**src/tcc_pkg.sv**
```systemverilog
// Package for the 16-bit timer control block: register map, fields, resets.
// Assumes a single 200 MHz clock and an Avalon-MM slave with byte addresses.
package tcc_pkg;
	// Register indices; the byte address is four times the index.
	localparam logic [7:0] IDX_CTRL_A   = 8'hA0;
	localparam logic [7:0] IDX_CTRL_B   = 8'hA1;
	localparam logic [7:0] IDX_CTRL_C   = 8'hA2;
	localparam logic [7:0] IDX_CNT_LO   = 8'hA4;
	localparam logic [7:0] IDX_CNT_HI   = 8'hA5;
	localparam logic [7:0] IDX_CAP_LO   = 8'hA6;
	localparam logic [7:0] IDX_CAP_HI   = 8'hA7;
	localparam logic [7:0] IDX_IRQ_STAT = 8'hB0;
	localparam logic [7:0] IDX_IRQ_EN   = 8'hB1;
	localparam logic [7:0] IDX_IRQ_CLR  = 8'hB2;
	// Field positions of the second control register.
	localparam int BIT_FILT_EN  = 7;
	localparam int BIT_EDGE_SEL = 6;
	localparam int BIT_MODE3    = 4;
	localparam int BIT_MODE2    = 3;
	// Field positions of the force register.
	localparam int BIT_FORCE_A  = 7;
	localparam int BIT_FORCE_B  = 6;
	// Interrupt status layout.
	localparam int IRQ_CAPTURE  = 0;
	localparam int IRQ_OVERFLOW = 1;
	localparam int IRQ_MATCH_A  = 2;
	localparam int IRQ_MATCH_B  = 3;
	// Reset values and the counter maximum.
	localparam logic [7:0]  RST_BYTE = 8'h00;
	localparam logic [15:0] RST_WORD = 16'h0000;
	localparam logic [15:0] MAX_VAL  = 16'hFFFF;
	// Capture filter length in samples.
	localparam int FILT_LEN = 4;
	// Prescaler taps for divide by 8, 64, 256 and 1024.
	localparam int TAP_8    = 3;
	localparam int TAP_64   = 6;
	localparam int TAP_256  = 8;
	localparam int TAP_1024 = 10;
	// Counting families and sources of TOP.
	typedef enum logic [2:0] {FAM_NORMAL, FAM_CLEAR, FAM_FAST, FAM_PHASE, FAM_PFC, FAM_RSVD}
		tcc_fam_type;
	typedef enum logic [2:0] {TOP_MAX, TOP_FF, TOP_1FF, TOP_3FF, TOP_CMPA, TOP_CAP} tcc_top_type;
	typedef struct packed {
		tcc_fam_type fam;
		tcc_top_type top;
	} tcc_mode_type;
endpackage

```
**src/tcc_timer.sv**
```systemverilog
// 16-bit timer core: modes, clock select, capture with filter, force strobes,
// byte-paired counter and capture access, interrupt status, Avalon-MM slave.
// Assumes compare values and the waveform output stage live in same-clock logic.
// Operation
// - Mode 11 phase-correct PWM, TOP compare A; mode 12 clear-on-match, TOP capture.
// - Modes 14 and 15 fast PWM, TOP capture or compare A.
// - Four mode bits select sequence, TOP source and waveform family.
// - Filter passes a capture level after four equal successive samples.
// - Edge select zero means falling edge, one means rising edge.
// - Capture copies the counter into the capture register and sets the flag.
// - Capture is disabled whenever the capture register serves as TOP.
// - Clock select zero stops; one to five divide by 1, 8, 64, 256, 1024.
// - Clock select six counts external falling edges, seven rising edges.
// - Force bits strobe an immediate compare match, only in non-PWM modes.
// - A forced match raises no interrupt and clears no counter.
// - Force bits always read back as zero.
// - Sixteen-bit values pass their high byte through one shared temporary byte.
// - Low byte at base offset, high byte at base plus one.
// - A counter write blocks compare matches on the next timer tick.
// - Control B holds filter, edge, upper mode bits and clock select.
//
// Chosen here: the Avalon-MM slave port.
`timescale 1ns/1ps
`default_nettype none
module tcc_timer
	import tcc_pkg::*;
(
	input  wire logic        clk_i,
	input  wire logic        rst_b_i,
	input  wire logic [9:0]  avs_address_i,
	input  wire logic        avs_read_i,
	input  wire logic        avs_write_i,
	input  wire logic [31:0] avs_writedata_i,
	input  wire logic [3:0]  avs_byteenable_i,
	output logic      [31:0] avs_readdata_o,
	output logic             avs_waitrequest_o,
	input  wire logic        capture_pin_i,
	input  wire logic        external_count_pin_i,
	input  wire logic [15:0] compare_value_a_i,
	input  wire logic [15:0] compare_value_b_i,
	output logic      [3:0]  wave_mode_sel_o,
	output logic      [15:0] counter_value_o,
	output logic             count_down_o,
	output logic             compare_update_o,
	output logic             match_a_o,
	output logic             match_b_o,
	output logic             force_match_a_o,
	output logic             force_match_b_o,
	output logic             irq_o
);
	// Decodes the four mode bits into a counting family and TOP source.
	function automatic tcc_mode_type decode_mode(input logic [3:0] m);
		tcc_mode_type r;
		r = '{fam: FAM_NORMAL, top: TOP_MAX};
		case (m)
			4'd1: r = '{fam: FAM_PHASE, top: TOP_FF};
			4'd2: r = '{fam: FAM_PHASE, top: TOP_1FF};
			4'd3: r = '{fam: FAM_PHASE, top: TOP_3FF};
			4'd4: r = '{fam: FAM_CLEAR, top: TOP_CMPA};
			4'd5: r = '{fam: FAM_FAST, top: TOP_FF};
			4'd6: r = '{fam: FAM_FAST, top: TOP_1FF};
			4'd7: r = '{fam: FAM_FAST, top: TOP_3FF};
			4'd8: r = '{fam: FAM_PFC, top: TOP_CAP};
			4'd9: r = '{fam: FAM_PFC, top: TOP_CMPA};
			4'd10: r = '{fam: FAM_PHASE, top: TOP_CAP};
			4'd11: r = '{fam: FAM_PHASE, top: TOP_CMPA};
			4'd12: r = '{fam: FAM_CLEAR, top: TOP_CAP};
			4'd13: r = '{fam: FAM_RSVD, top: TOP_MAX};
			4'd14: r = '{fam: FAM_FAST, top: TOP_CAP};
			4'd15: r = '{fam: FAM_FAST, top: TOP_CMPA};
			default: r = '{fam: FAM_NORMAL, top: TOP_MAX};
		endcase
		return r;
	endfunction

	logic [1:0] rst_sync_q;
	logic       rst_n;
	// Releases the reset through two flip-flops.
	always_ff @(posedge clk_i or negedge rst_b_i) begin
		if (!rst_b_i) begin
			rst_sync_q <= 2'b00;
		end else begin
			rst_sync_q <= {rst_sync_q[0], 1'b1};
		end
	end
	assign rst_n = rst_sync_q[1];

	logic [7:0]  ctrl_a_q, ctrl_b_q, temp_q;
	logic [15:0] cnt_q, cap_q;
	logic [3:0]  irq_stat_q, irq_en_q;
	logic        dir_down_q, block_q, ack_q;
	logic [3:0]  mode;
	tcc_mode_type md;
	logic [15:0] top_val;
	logic        acc, wr_en, rd_en, tick, non_pwm, cap_disabled;
	logic [7:0]  idx;

	// Bus access decode; the answer comes one cycle after the request.
	assign acc               = avs_read_i | avs_write_i;
	assign avs_waitrequest_o = acc & ~ack_q;
	assign idx               = avs_address_i[9:2];
	assign wr_en             = avs_write_i & ack_q & avs_byteenable_i[0];
	assign rd_en             = avs_read_i & ack_q;
	always_ff @(posedge clk_i or negedge rst_n) begin
		if (!rst_n) begin
			ack_q <= 1'b0;
		end else begin
			ack_q <= acc & ~ack_q;
		end
	end

	assign mode    = {ctrl_b_q[BIT_MODE3], ctrl_b_q[BIT_MODE2], ctrl_a_q[1:0]};
	assign md      = decode_mode(mode);
	assign non_pwm = (md.fam == FAM_NORMAL) || (md.fam == FAM_CLEAR);
	assign cap_disabled = (md.top == TOP_CAP);

	always_comb begin
		case (md.top)
			TOP_FF:   top_val = 16'h00FF;
			TOP_1FF:  top_val = 16'h01FF;
			TOP_3FF:  top_val = 16'h03FF;
			TOP_CMPA: top_val = compare_value_a_i;
			TOP_CAP:  top_val = cap_q;
			default:  top_val = MAX_VAL;
		endcase
	end

	// Control registers keep only defined bits: A bits 1:0, B all but bit 5.
	always_ff @(posedge clk_i or negedge rst_n) begin
		if (!rst_n) begin
			ctrl_a_q <= RST_BYTE;
			ctrl_b_q <= RST_BYTE;
			irq_en_q <= 4'h0;
		end else if (wr_en) begin
			if (idx == IDX_CTRL_A) ctrl_a_q <= {6'd0, avs_writedata_i[1:0]};
			if (idx == IDX_CTRL_B) ctrl_b_q <= avs_writedata_i[7:0] & 8'hDF;
			if (idx == IDX_IRQ_EN) irq_en_q <= avs_writedata_i[3:0];
		end
	end

	always_ff @(posedge clk_i or negedge rst_n) begin
		if (!rst_n) begin
			temp_q <= RST_BYTE;
		end else if (wr_en && (idx == IDX_CNT_HI || idx == IDX_CAP_HI)) begin
			temp_q <= avs_writedata_i[7:0];
		end else if (rd_en && idx == IDX_CNT_LO) begin
			temp_q <= cnt_q[15:8];
		end else if (rd_en && idx == IDX_CAP_LO) begin
			temp_q <= cap_q[15:8];
		end
	end

	// Prescaler and external pin synchroniser.
	logic [9:0] pre_q;
	logic [2:0] ext_q;
	always_ff @(posedge clk_i or negedge rst_n) begin
		if (!rst_n) begin
			pre_q <= 10'd0;
			ext_q <= 3'b000;
		end else begin
			pre_q <= pre_q + 10'd1;
			ext_q <= {ext_q[1:0], external_count_pin_i};
		end
	end
	always_comb begin
		case (ctrl_b_q[2:0])
			3'd1: tick = 1'b1;
			3'd2: tick = &pre_q[TAP_8-1:0];
			3'd3: tick = &pre_q[TAP_64-1:0];
			3'd4: tick = &pre_q[TAP_256-1:0];
			3'd5: tick = &pre_q[TAP_1024-1:0];
			3'd6: tick = ext_q[2] & ~ext_q[1];
			3'd7: tick = ~ext_q[2] & ext_q[1];
			default: tick = 1'b0;
		endcase
	end

	// Counter sequencing, events and software writes.
	logic at_top, at_bot, wr_cnt, ovf_ev, cap_ev, mt_a, mt_b;
	assign at_top = (cnt_q == top_val);
	assign at_bot = (cnt_q == RST_WORD);
	assign wr_cnt = wr_en && (idx == IDX_CNT_LO);
	always_ff @(posedge clk_i or negedge rst_n) begin
		if (!rst_n) begin
			cnt_q      <= RST_WORD;
			dir_down_q <= 1'b0;
		end else begin
			// Single-slope families count up only; a down direction left over
			// from a dual-slope mode would otherwise linger on count_down_o.
			if (md.fam != FAM_PHASE && md.fam != FAM_PFC) begin
				dir_down_q <= 1'b0;
			end
			if (wr_cnt) begin
				cnt_q <= {temp_q, avs_writedata_i[7:0]};
			end else if (tick) begin
				case (md.fam)
					FAM_CLEAR, FAM_FAST: cnt_q <= at_top ? RST_WORD : cnt_q + 16'd1;
					FAM_PHASE, FAM_PFC: begin
						if (!dir_down_q && cnt_q >= top_val) begin
							dir_down_q <= 1'b1;
							cnt_q      <= cnt_q - 16'd1;
						end else if (dir_down_q && at_bot) begin
							dir_down_q <= 1'b0;
							cnt_q      <= cnt_q + 16'd1;
						end else begin
							cnt_q <= dir_down_q ? cnt_q - 16'd1 : cnt_q + 16'd1;
						end
					end
					default: cnt_q <= cnt_q + 16'd1;
				endcase
			end
		end
	end

	always_comb begin
		case (md.fam)
			FAM_FAST: begin
				ovf_ev           = tick & at_top;
				compare_update_o = tick & at_bot;
			end
			FAM_PHASE: begin
				ovf_ev           = tick & at_bot & dir_down_q;
				compare_update_o = tick & at_top & ~dir_down_q;
			end
			FAM_PFC: begin
				ovf_ev           = tick & at_bot & dir_down_q;
				compare_update_o = ovf_ev;
			end
			default: begin
				ovf_ev           = tick & (cnt_q == MAX_VAL);
				compare_update_o = 1'b0;
			end
		endcase
	end

	// match blocking after a counter write
	always_ff @(posedge clk_i or negedge rst_n) begin
		if (!rst_n) begin
			block_q <= 1'b0;
		end else if (wr_cnt) begin
			block_q <= 1'b1;
		end else if (tick) begin
			block_q <= 1'b0;
		end
	end
	assign mt_a      = tick & ~block_q & (cnt_q == compare_value_a_i);
	assign mt_b      = tick & ~block_q & (cnt_q == compare_value_b_i);
	assign match_a_o = mt_a;
	assign match_b_o = mt_b;

	// force strobes bypass flags and counter
	always_ff @(posedge clk_i or negedge rst_n) begin
		if (!rst_n) begin
			force_match_a_o <= 1'b0;
			force_match_b_o <= 1'b0;
		end else begin
			force_match_a_o <= wr_en && idx == IDX_CTRL_C && non_pwm
				&& avs_writedata_i[BIT_FORCE_A];
			force_match_b_o <= wr_en && idx == IDX_CTRL_C && non_pwm
				&& avs_writedata_i[BIT_FORCE_B];
		end
	end

	// Capture pin synchroniser and four-sample filter.
	logic [1:0]          cp_sync_q;
	logic [FILT_LEN-1:0] filt_sh_q;
	logic                filt_q, sel_q, sel_d;
	always_ff @(posedge clk_i or negedge rst_n) begin
		if (!rst_n) begin
			cp_sync_q <= 2'b00;
			filt_sh_q <= '0;
			filt_q    <= 1'b0;
			sel_q     <= 1'b0;
		end else begin
			cp_sync_q <= {cp_sync_q[0], capture_pin_i};
			filt_sh_q <= {filt_sh_q[FILT_LEN-2:0], cp_sync_q[1]};
			if (&filt_sh_q) filt_q <= 1'b1;
			else if (~|filt_sh_q) filt_q <= 1'b0;
			sel_q <= sel_d;
		end
	end
	assign sel_d = ctrl_b_q[BIT_FILT_EN] ? filt_q : cp_sync_q[1];
	assign cap_ev = ~cap_disabled & (ctrl_b_q[BIT_EDGE_SEL] ? (sel_d & ~sel_q)
		: (~sel_d & sel_q));

	always_ff @(posedge clk_i or negedge rst_n) begin
		if (!rst_n) begin
			cap_q <= RST_WORD;
		end else if (cap_ev) begin
			cap_q <= cnt_q;
		end else if (wr_en && idx == IDX_CAP_LO) begin
			cap_q <= {temp_q, avs_writedata_i[7:0]};
		end
	end

	// Sticky status; a set in the clearing cycle wins.
	logic [3:0] ev_vec, clr_vec;
	assign ev_vec  = {mt_b, mt_a, ovf_ev, cap_ev};
	assign clr_vec = (wr_en && idx == IDX_IRQ_CLR) ? avs_writedata_i[3:0] : 4'h0;
	always_ff @(posedge clk_i or negedge rst_n) begin
		if (!rst_n) begin
			irq_stat_q <= 4'h0;
		end else begin
			irq_stat_q <= (irq_stat_q & ~clr_vec) | ev_vec;
		end
	end
	assign irq_o = |(irq_stat_q & irq_en_q);

	// Read data mux; force bits read zero, byte placement.
	logic [7:0] rd_byte;
	always_comb begin
		case (idx)
			IDX_CTRL_A:   rd_byte = ctrl_a_q;
			IDX_CTRL_B:   rd_byte = ctrl_b_q;
			IDX_CTRL_C:   rd_byte = RST_BYTE;
			IDX_CNT_LO:   rd_byte = cnt_q[7:0];
			IDX_CNT_HI:   rd_byte = temp_q;
			IDX_CAP_LO:   rd_byte = cap_q[7:0];
			IDX_CAP_HI:   rd_byte = temp_q;
			IDX_IRQ_STAT: rd_byte = {4'h0, irq_stat_q};
			IDX_IRQ_EN:   rd_byte = {4'h0, irq_en_q};
			default:      rd_byte = RST_BYTE;
		endcase
	end
	always_ff @(posedge clk_i or negedge rst_n) begin
		if (!rst_n) begin
			avs_readdata_o <= 32'h0000_0000;
		end else if (avs_read_i && !ack_q) begin
			avs_readdata_o <= {24'h00_0000, rd_byte};
		end
	end

	assign wave_mode_sel_o = mode;
	assign counter_value_o = cnt_q;
	assign count_down_o    = dir_down_q;

	// Checks on the logic above.
	cap_copy_a: assert property (@(posedge clk_i) disable iff (!rst_n)
		cap_ev |=> (cap_q == $past(cnt_q)) && irq_stat_q[IRQ_CAPTURE])
		else $error("capture did not copy counter or set flag");
	cap_off_a: assert property (@(posedge clk_i) disable iff (!rst_n)
		cap_disabled |-> !cap_ev) else $error("capture fired while used as TOP");
	edge_rise_a: assert property (@(posedge clk_i) disable iff (!rst_n)
		cap_ev && ctrl_b_q[BIT_EDGE_SEL] |-> sel_d && !sel_q)
		else $error("rising capture without rising edge");
	filt_hold_a: assert property (@(posedge clk_i) disable iff (!rst_n)
		$rose(filt_q) |-> $past(filt_sh_q) == 4'hF) else $error("filter changed early");
	stop_cnt_a: assert property (@(posedge clk_i) disable iff (!rst_n)
		ctrl_b_q[2:0] == 3'd0 && !wr_cnt |=> cnt_q == $past(cnt_q))
		else $error("counter moved while stopped");
	blk_match_a: assert property (@(posedge clk_i) disable iff (!rst_n)
		wr_cnt |=> !match_a_o && !match_b_o) else $error("match after counter write");
	force_pwm_a: assert property (@(posedge clk_i) disable iff (!rst_n)
		force_match_a_o |-> $past(non_pwm)) else $error("force strobe in PWM mode");
	force_irq_a: assert property (@(posedge clk_i) disable iff (!rst_n)
		force_match_a_o && !$past(mt_a) && !$past(clr_vec[IRQ_MATCH_A])
		|-> irq_stat_q[IRQ_MATCH_A] == $past(irq_stat_q[IRQ_MATCH_A]))
		else $error("force strobe raised a flag");
	force_read_a: assert property (@(posedge clk_i) disable iff (!rst_n)
		avs_read_i && !ack_q && idx == IDX_CTRL_C |=> avs_readdata_o == 32'h0000_0000)
		else $error("force bits read nonzero");
	fast_top_a: assert property (@(posedge clk_i) disable iff (!rst_n)
		md.fam == FAM_FAST && tick && at_top && !wr_cnt |=> cnt_q == RST_WORD)
		else $error("fast PWM did not wrap at TOP");
endmodule
`default_nettype wire

```
**config.mk**
```make
export PLATFORM = sky130hd
export DESIGN_NAME = tcc_timer
export DESIGN_NICKNAME = d
export VERILOG_FILES = /design/src/tcc_pkg.sv /design/src/tcc_timer.sv
export SDC_FILE = /design/constraint.sdc
export NUM_CORES = 1
export LEC_CHECK = 0
export BUFFER_PORTS_ARGS = -buffer_cell sky130_fd_sc_hd__buf_2
export CAP_MARGIN = 10
export CORE_MARGIN = 2
export CORE_UTILIZATION = 60
export CTS_CLUSTER_DIAMETER = 80
export DETAILED_ROUTE_END_ITERATION = 12
export HOLD_SLACK_MARGIN = 0.08
export PLACE_DENSITY = 0.9
export SLEW_MARGIN = 20
export SYNTH_ARGS = -nofsm -noshare
export SYNTH_HDL_FRONTEND = slang
export SYNTH_SLANG_ARGS = --single-unit
```
**constraint.sdc**
```tcl
create_clock -name clk_i -period 4.3 [get_ports clk_i]
set_input_delay 0.43 -clock clk_i [delete_from_list [all_inputs] [get_ports clk_i]]
set_output_delay 0.43 -clock clk_i [all_outputs]
set_load 0.02 [all_outputs]
```
# Word level (Yosys, flattened, before mapping)

Memories as Yosys holds them, arrays and structs flattened.
Index checks and enable logic that the tools add are counted.

Register bits: 93
Memory bits (read-only): 96
Bits of input ports: 84
Output and inout bits: 60
Word-level logic and storage cells: 154
Memories kept: 1

$add $sub $neg: 3
Order comparisons: 1
Equality and inequality tests: 33
Mux-type cells: 30
Bitwise operators: 30
Reduce and logical (&&, ||, !) cells: 36

Memories:

| memory          | depth | bits a word | rd ports | clocked after Yosys merged registers in | wr ports | RTL line        | text |
|---|---|---|---|---|---|---|---|
| (no name shown) | 16    | 6           | 1        | 0                                       | 0        | tcc_timer.sv:55 | `case (m)` |

Operator list:

| kind                    | count |
|---|---|
| $mux W16                | 8 |
| $eq A8 B8 Y1 const B    | 10 |
| $pmux W16 S5            | 1 |
| $pmux W8 S7             | 1 |
| $eq A16 B16 Y1          | 3 |
| $pmux W16 S2            | 1 |
| $mux W8                 | 3 |
| $eq A3 B3 Y1 const B    | 7 |
| $eq A3 B2 Y1 const B    | 6 |
| $and A1 B1 Y1           | 17 |
| $add A16 B1 Y16 const B | 1 |
| $eq A16 B16 Y1 const B  | 1 |
| $ge A16 B16 Y1          | 1 |
| $logic_not A16 Y1       | 1 |
| $sub A16 B1 Y16 const B | 1 |
| $logic_and A1 B1 Y1     | 14 |
| $mux W1                 | 12 |
| $add A10 B1 Y10 const B | 1 |
| $reduce_and A10 Y1      | 1 |
| $eq A3 B1 Y1 const B    | 3 |
| $and A4 B4 Y4           | 2 |
| $not A1 Y1              | 8 |
| $reduce_and A8 Y1       | 1 |
| $reduce_or A4 Y1        | 2 |
| 20 further kinds        | 27 |

# Depth between registers and ports, before layout

An unclocked memory read counts as a cell.

Depth after elaboration: 9
Mapped depth: 17
Depth with buffers taken out: 14

# Worst setup path after synthesis

No wires, ideal clock.

Kind: register -> register
Start: register ctrl_b_q[3]
End: register cnt_q[15] (netlist: counter_value_o[15])
Setup time: 0.128 ns
Data arrival time: 3.588 ns
Data required time: 4.172 ns
Path slack: 0.584 ns
Cell stages (with the launch flop): 17
Buffers on the path: 3
Clock period less this slack: 3.716 ns
Cells stage by stage: dfrtp_1 -> clkbuf_1 -> nor2b_1 -> clkbuf_1 -> clkbuf_1 -> nor2_1 -> a21oi_1 -> o22ai_1 -> ha_1 -> nor2b_1 -> o211ai_1 -> a2111o_1 -> nand4b_1 -> and2_1 -> mux2_2 -> a221oi_1 -> o21ai_1

Cells in the longest elaborated chain, start to end: 9
Elaborated cells between the ends (all ways): 21
Classes of those cells: 1 x order compare; 10 x eq/ne; 6 x mux; 3 x reduce/logical; 1 x memory

RTL lines:

| element                                    | RTL line         | text |
|---|---|---|
| start: declaration                         | tcc_timer.sv:88  | `logic [7:0] ctrl_a_q, ctrl_b_q, temp_q;` |
| start signal: assignment                   | tcc_timer.sv:136 | `if (idx == IDX_CTRL_B) ctrl_b_q <= avs_writedata_i[7:0] & 8'hDF;` |
| $mem_v2 Z16 W6 (*)                         | n/a              |  |
| $eq A3 B3 Y1, or another cell as far along | tcc_timer.sv:118 | `case (md.top)` |
| $pmux W16 S5                               | tcc_timer.sv:118 |  |
| $ge A16 B16 Y1                             | tcc_timer.sv:199 | `if (!dir_down_q && cnt_q >= top_val) begin` |
| $logic_and A1 B1 Y1                        | tcc_timer.sv:199 |  |
| $mux W16                                   | tcc_timer.sv:199 |  |
| $pmux W16 S2 (*)                           | tcc_timer.sv:196 | `case (md.fam)` |
| $mux W16 (*)                               | tcc_timer.sv:195 | `end else if (tick) begin` |
| $mux W16 (*)                               | tcc_timer.sv:193 | `if (wr_cnt) begin` |
| end signal: assignment                     | tcc_timer.sv:194 | `cnt_q <= {temp_q, avs_writedata_i[7:0]};` |
| end signal: assignment                     | tcc_timer.sv:197 | `FAM_CLEAR, FAM_FAST: cnt_q <= at_top ? RST_WORD : cnt_q + 16'd1;` |
| end signal: assignment                     | tcc_timer.sv:201 | `cnt_q <= cnt_q - 16'd1;` |
| end: declaration                           | tcc_timer.sv:89  | `logic [15:0] cnt_q, cap_q;` |

Mark *: on every way between the ends. The rest lies on a longest branch, timed or not. The select of a mux whose other input is x is not followed.
A chain may end at the register's enable or synchronous reset.

# Worst setup path in the final report

Start: register ctrl_a_q[0]
End: register cnt_q[6] (netlist: counter_value_o[6])

Cells in the longest elaborated chain, start to end: 9
Elaborated cells between the ends (all ways): 21
Classes of those cells: 1 x order compare; 10 x eq/ne; 6 x mux; 3 x reduce/logical; 1 x memory

RTL lines:

| element                                    | RTL line         | text |
|---|---|---|
| start: declaration                         | tcc_timer.sv:88  |  |
| start signal: assignment                   | tcc_timer.sv:135 | `if (idx == IDX_CTRL_A) ctrl_a_q <= {6'd0, avs_writedata_i[1:0]};` |
| $mem_v2 Z16 W6 (*)                         | n/a              |  |
| $eq A3 B3 Y1, or another cell as far along | tcc_timer.sv:118 |  |
| $pmux W16 S5                               | tcc_timer.sv:118 |  |
| $ge A16 B16 Y1                             | tcc_timer.sv:199 |  |
| $logic_and A1 B1 Y1                        | tcc_timer.sv:199 |  |
| $mux W16                                   | tcc_timer.sv:199 |  |
| $pmux W16 S2 (*)                           | tcc_timer.sv:196 |  |
| $mux W16 (*)                               | tcc_timer.sv:195 |  |
| $mux W16 (*)                               | tcc_timer.sv:193 |  |

Marks and branches as above.

==> metrics.md <==
| Metric | Value |
|---|---|
| Status | `complete, no violations` |
| Power per Cell Area | `362 nW/um2` |
| Syn avg cell area | `8.56 um2` |
| Vias | `6419` |
| Worst Path Max Fanout | `15` |
| R2r setup slk | `0.39 ns` |
| Number of flops mapped to enable cells by yosys | `0` |
| Crit. End Element | `register` |
| Fin. Hold Viols | `0` |
| Slew Viols, Final | `0` |
| GRT Total Usage | `34.8%` |
| Hold_sp | `capture_pin_i` |
| Setup WS post-layout | `0.387 ns` |
| Clk buf depth | `2` |
| CP arrival | `4.22 ns` |
| Setup CP Type | `register to register` |
| Starting DRC count in detailed routing | `919` |
| # fillers | `883` |
| Post-route insts no fill | `985` |
| Final worst path period need | `3.91 ns` |
| Inserted Diodes | `0` |
| Area Growth Syn to Fin | `11.0%` |
| Largest net degree at the start of global routing | `68` |
| HP Class | `input pin to register` |
| Placer's final routability congestion estimate | `1.03` |
| CP required | `4.61 ns` |
| Share of layout cells above drive strength 1 | `19.1%` |
| 1st-pass router iterations | `6` |
| Clock buffer count from CTS | `9` |
| Clock Tree Root | `clkbuf_8` |
| Clk Latency, worst-skew pair | `0.38 ns` |
| Die H | `109 um` |
| Crit share post-route | `91.0%` |
| Placed Cells incl. Taps | `966` |
| Synth top area share | `35.4%` |
| Top cells by area, synth | `dfrtp_1, xor2_1, a21oi_1` |
| Setup_tns | `0 ns` |
| Final setup viols | `0` |
| CTS tree | `done` |
| Peak Freq | `256 MHz` |
| Max-Cap Viols | `0` |
| Initial core utilization | `61.1%` |
| First-pass GRT wire length | `31300 um` |
| Hold Path Sink | `cp_sync_q[0]$_DFF_PN0_` |
| Hpwl dp | `14100 um` |
| Tightest Pin Transition | `1.05 ns` |
| Post-synth ARST share | `100%` |
| RSZ-0062 raised after global routing | `no` |
| Synth cell types | `65` |
| Most frequent cells in the layout | `dfrtp_1, buf_2, nor2_1, a21oi_1, nand2_1` |
| Worst clock skew | `0.0121 ns` |
| Core Area | `10700 um2` |
| Vias in the first global route | `5950` |
| YS warnings | `0` |
| Hold Path Stages | `1` |
| Mapped Area | `6570 um2` |
| Post-synth top area cell | `dfrtp_1` |
| H-tree lvl count | `3` |
| Die ar. | `11800 um2` |
| Worst r2r src | `ctrl_a_q[0]$_DFFE_PN0P_` |
| Post-DP Area | `7050 um2` |
| Die W | `109 um` |
| Rel. slew slack | `29.9%` |
| Nets | `944` |
| Sequential share of the synthesized area | `35.4%` |
| Primary FF master, synth | `dfrtp_1` |
| Syn Inst Count | `767` |
| Startpoint types | `register` |
| I/O Buffers | `90` |
| Reg clk slew, reported paths | `0.11 ns` |
| Overflow after GRT | `0` |
| # clock sinks | `93` |
| I/O Pins | `144` |
| FP Rows | `38` |
| Place WS | `0.303 ns` |
| Vias per inst | `6.52` |
| R2R cell count | `13` |
| DRC | `0` |
| Commonest non-fill, non-tap cell in the layout | `dfrtp_1` |
| Critical path launch point | `ctrl_a_q[0]$_DFFE_PN0P_` |
| Initial antenna violation count | `0` |
| WL/cell | `20.0 um` |
| Fin area | `7290 um2` |
| Leakage | `3.40 nW` |
| Hold_ws | `0.152 ns` |
| Wirelength, routed | `19700 um` |
| R2r endpoint | `counter_value_o[6]$_DFFE_PN0P_` |
| Worst vdd ir | `261 uV` |
| Count of state elements after synthesis | `93` |
| DRT antenna net count | `0` |
-- how the worst max path moves through the flow --
stage                                       to  slack [ns]  depth (start not counted)
4_1_cts         counter_value_o[8]$_DFFE_PN0P_        0.30                         12
3_3_place_gp    counter_value_o[8]$_DFFE_PN0P_        0.48                         14
5_1_grt        counter_value_o[11]$_DFFE_PN0P_        0.08                         13
6_report        counter_value_o[6]$_DFFE_PN0P_        0.39                         13
2_1_floorplan  counter_value_o[15]$_DFFE_PN0P_        0.58                         16
3_5_place_dp    counter_value_o[8]$_DFFE_PN0P_        0.30                         12
-- power by group --
group | total (mW) | switching [mW] | internal (mW)
Sequential | 1.19 | 0.223 | 0.968
Combinational | 0.811 | 0.486 | 0.326
Clock | 0.641 | 0.345 | 0.296
-- state kept, by name, summed over array words and instances (netlist names) --
signal           cells
sel_q                1
block_q              1
force_match_a_o      1
ack_q                1
ctrl_b_q             7
filt_q               1
irq_en_q             4
temp_q               8
cap_q               16
counter_value_o     16
filt_sh_q            4
force_match_b_o      1
irq_stat_q           4
pre_q               10
ext_q                3
cp_sync_q            2
ctrl_a_q             2
count_down_o         1
rst_sync_q           2
avs_readdata_o       8
-- metrics by stage --
| stage | total power [mW] | util, % |
|---|---|---|
| 2_1_floorplan | 1.71 | - |
| 3_3_place_gp | 1.96 | 65.6 |
| 3_5_place_dp | 1.99 | 65.6 |
| 4_1_cts | 2.62 | 67.7 |
| 5_1_grt | 2.78 | 67.9 |
| 6_report | 2.64 | 67.9 |
-- kinds of logic (layout without fill, tap and decap cells) --
family	count (synthesis)	in the layout	share of synthesized area (%)
XOR/XNOR	48	48	6.40
AND/OR/NAND/NOR	259	259	19.5
multiplexers	47	47	7.62
adder cells (fa/ha/maj)	20	20	3.81
AO/OA/AOI/OAI	204	204	20.0
flip-flops	93	93	35.4
other	2	25	0.114
buffers and inverters	94	149	7.18
-- cells in the mapped netlist, drive strengths merged, types with 10 or more instances --
library cell,count
dfrtp,93
nor2,80
a21oi,64
nand2,55
clkbuf,42
o21ai,39
xor2,38
buf,35
mux2i,32
nor3,27
nand3,23
ha,20
inv,17
a31oi,15
mux2,14
and3,13
a22oi,12
nor4,10
xnor2,10
-- repair_timing --
action | CTS | global route
resized for setup | 0 | 1
endpoints found under the setup margin | 0 | 6
setup buffers | 0 | 2
hold buffers | 1 | 0
hold endpoints to repair | 2 | 0
-- worst max-delay path, stage by stage, from the launching register on --
cell and delay [ns]:
dfrtp_1 0.59, buf_4 0.27, nor3_1 0.31, a21o_1 0.12, a21oi_1 0.06, ha_1 0.30, nand4_1 0.16, nor2_1 0.07
a221oi_1 0.33, nand4b_1 0.44, o211a_2 0.53, o311ai_1 0.33, o21ba_1 0.20, a21oi_1 0.13
-- layout make-up --
| cell class | count | area [um2] | area share (%) |
|---|---|---|---|
| clock buffer | 10 | 138 | 1.89 |
| timing repair buffer | 116 | 648 | 8.89 |
| tap | 140 | 175 | 2.40 |
| multi-input combinational | 603 | 3860 | 53.0 |
| clock inverter | 6 | 75.1 | 1.03 |
| inverter | 17 | 63.8 | 0.875 |
| sequential | 93 | 2330 | 32.0 |
-- per-layer routing --
metal / part of all wire (%) / vias up / wire [um] / GRT usage (%)
met1: 39 / 2963 / 7660 / 47.2
met3: 13 / 93 / 2480 / 8.97
met4: 4.9 / 0 / 958 / 17.1
met5: 0 / - / 0 / 0
li1: - / 2885 / - / -
met2: 44 / 478 / 8580 / 52.0
No activity file was read; power rests on OpenSTA's default activity.
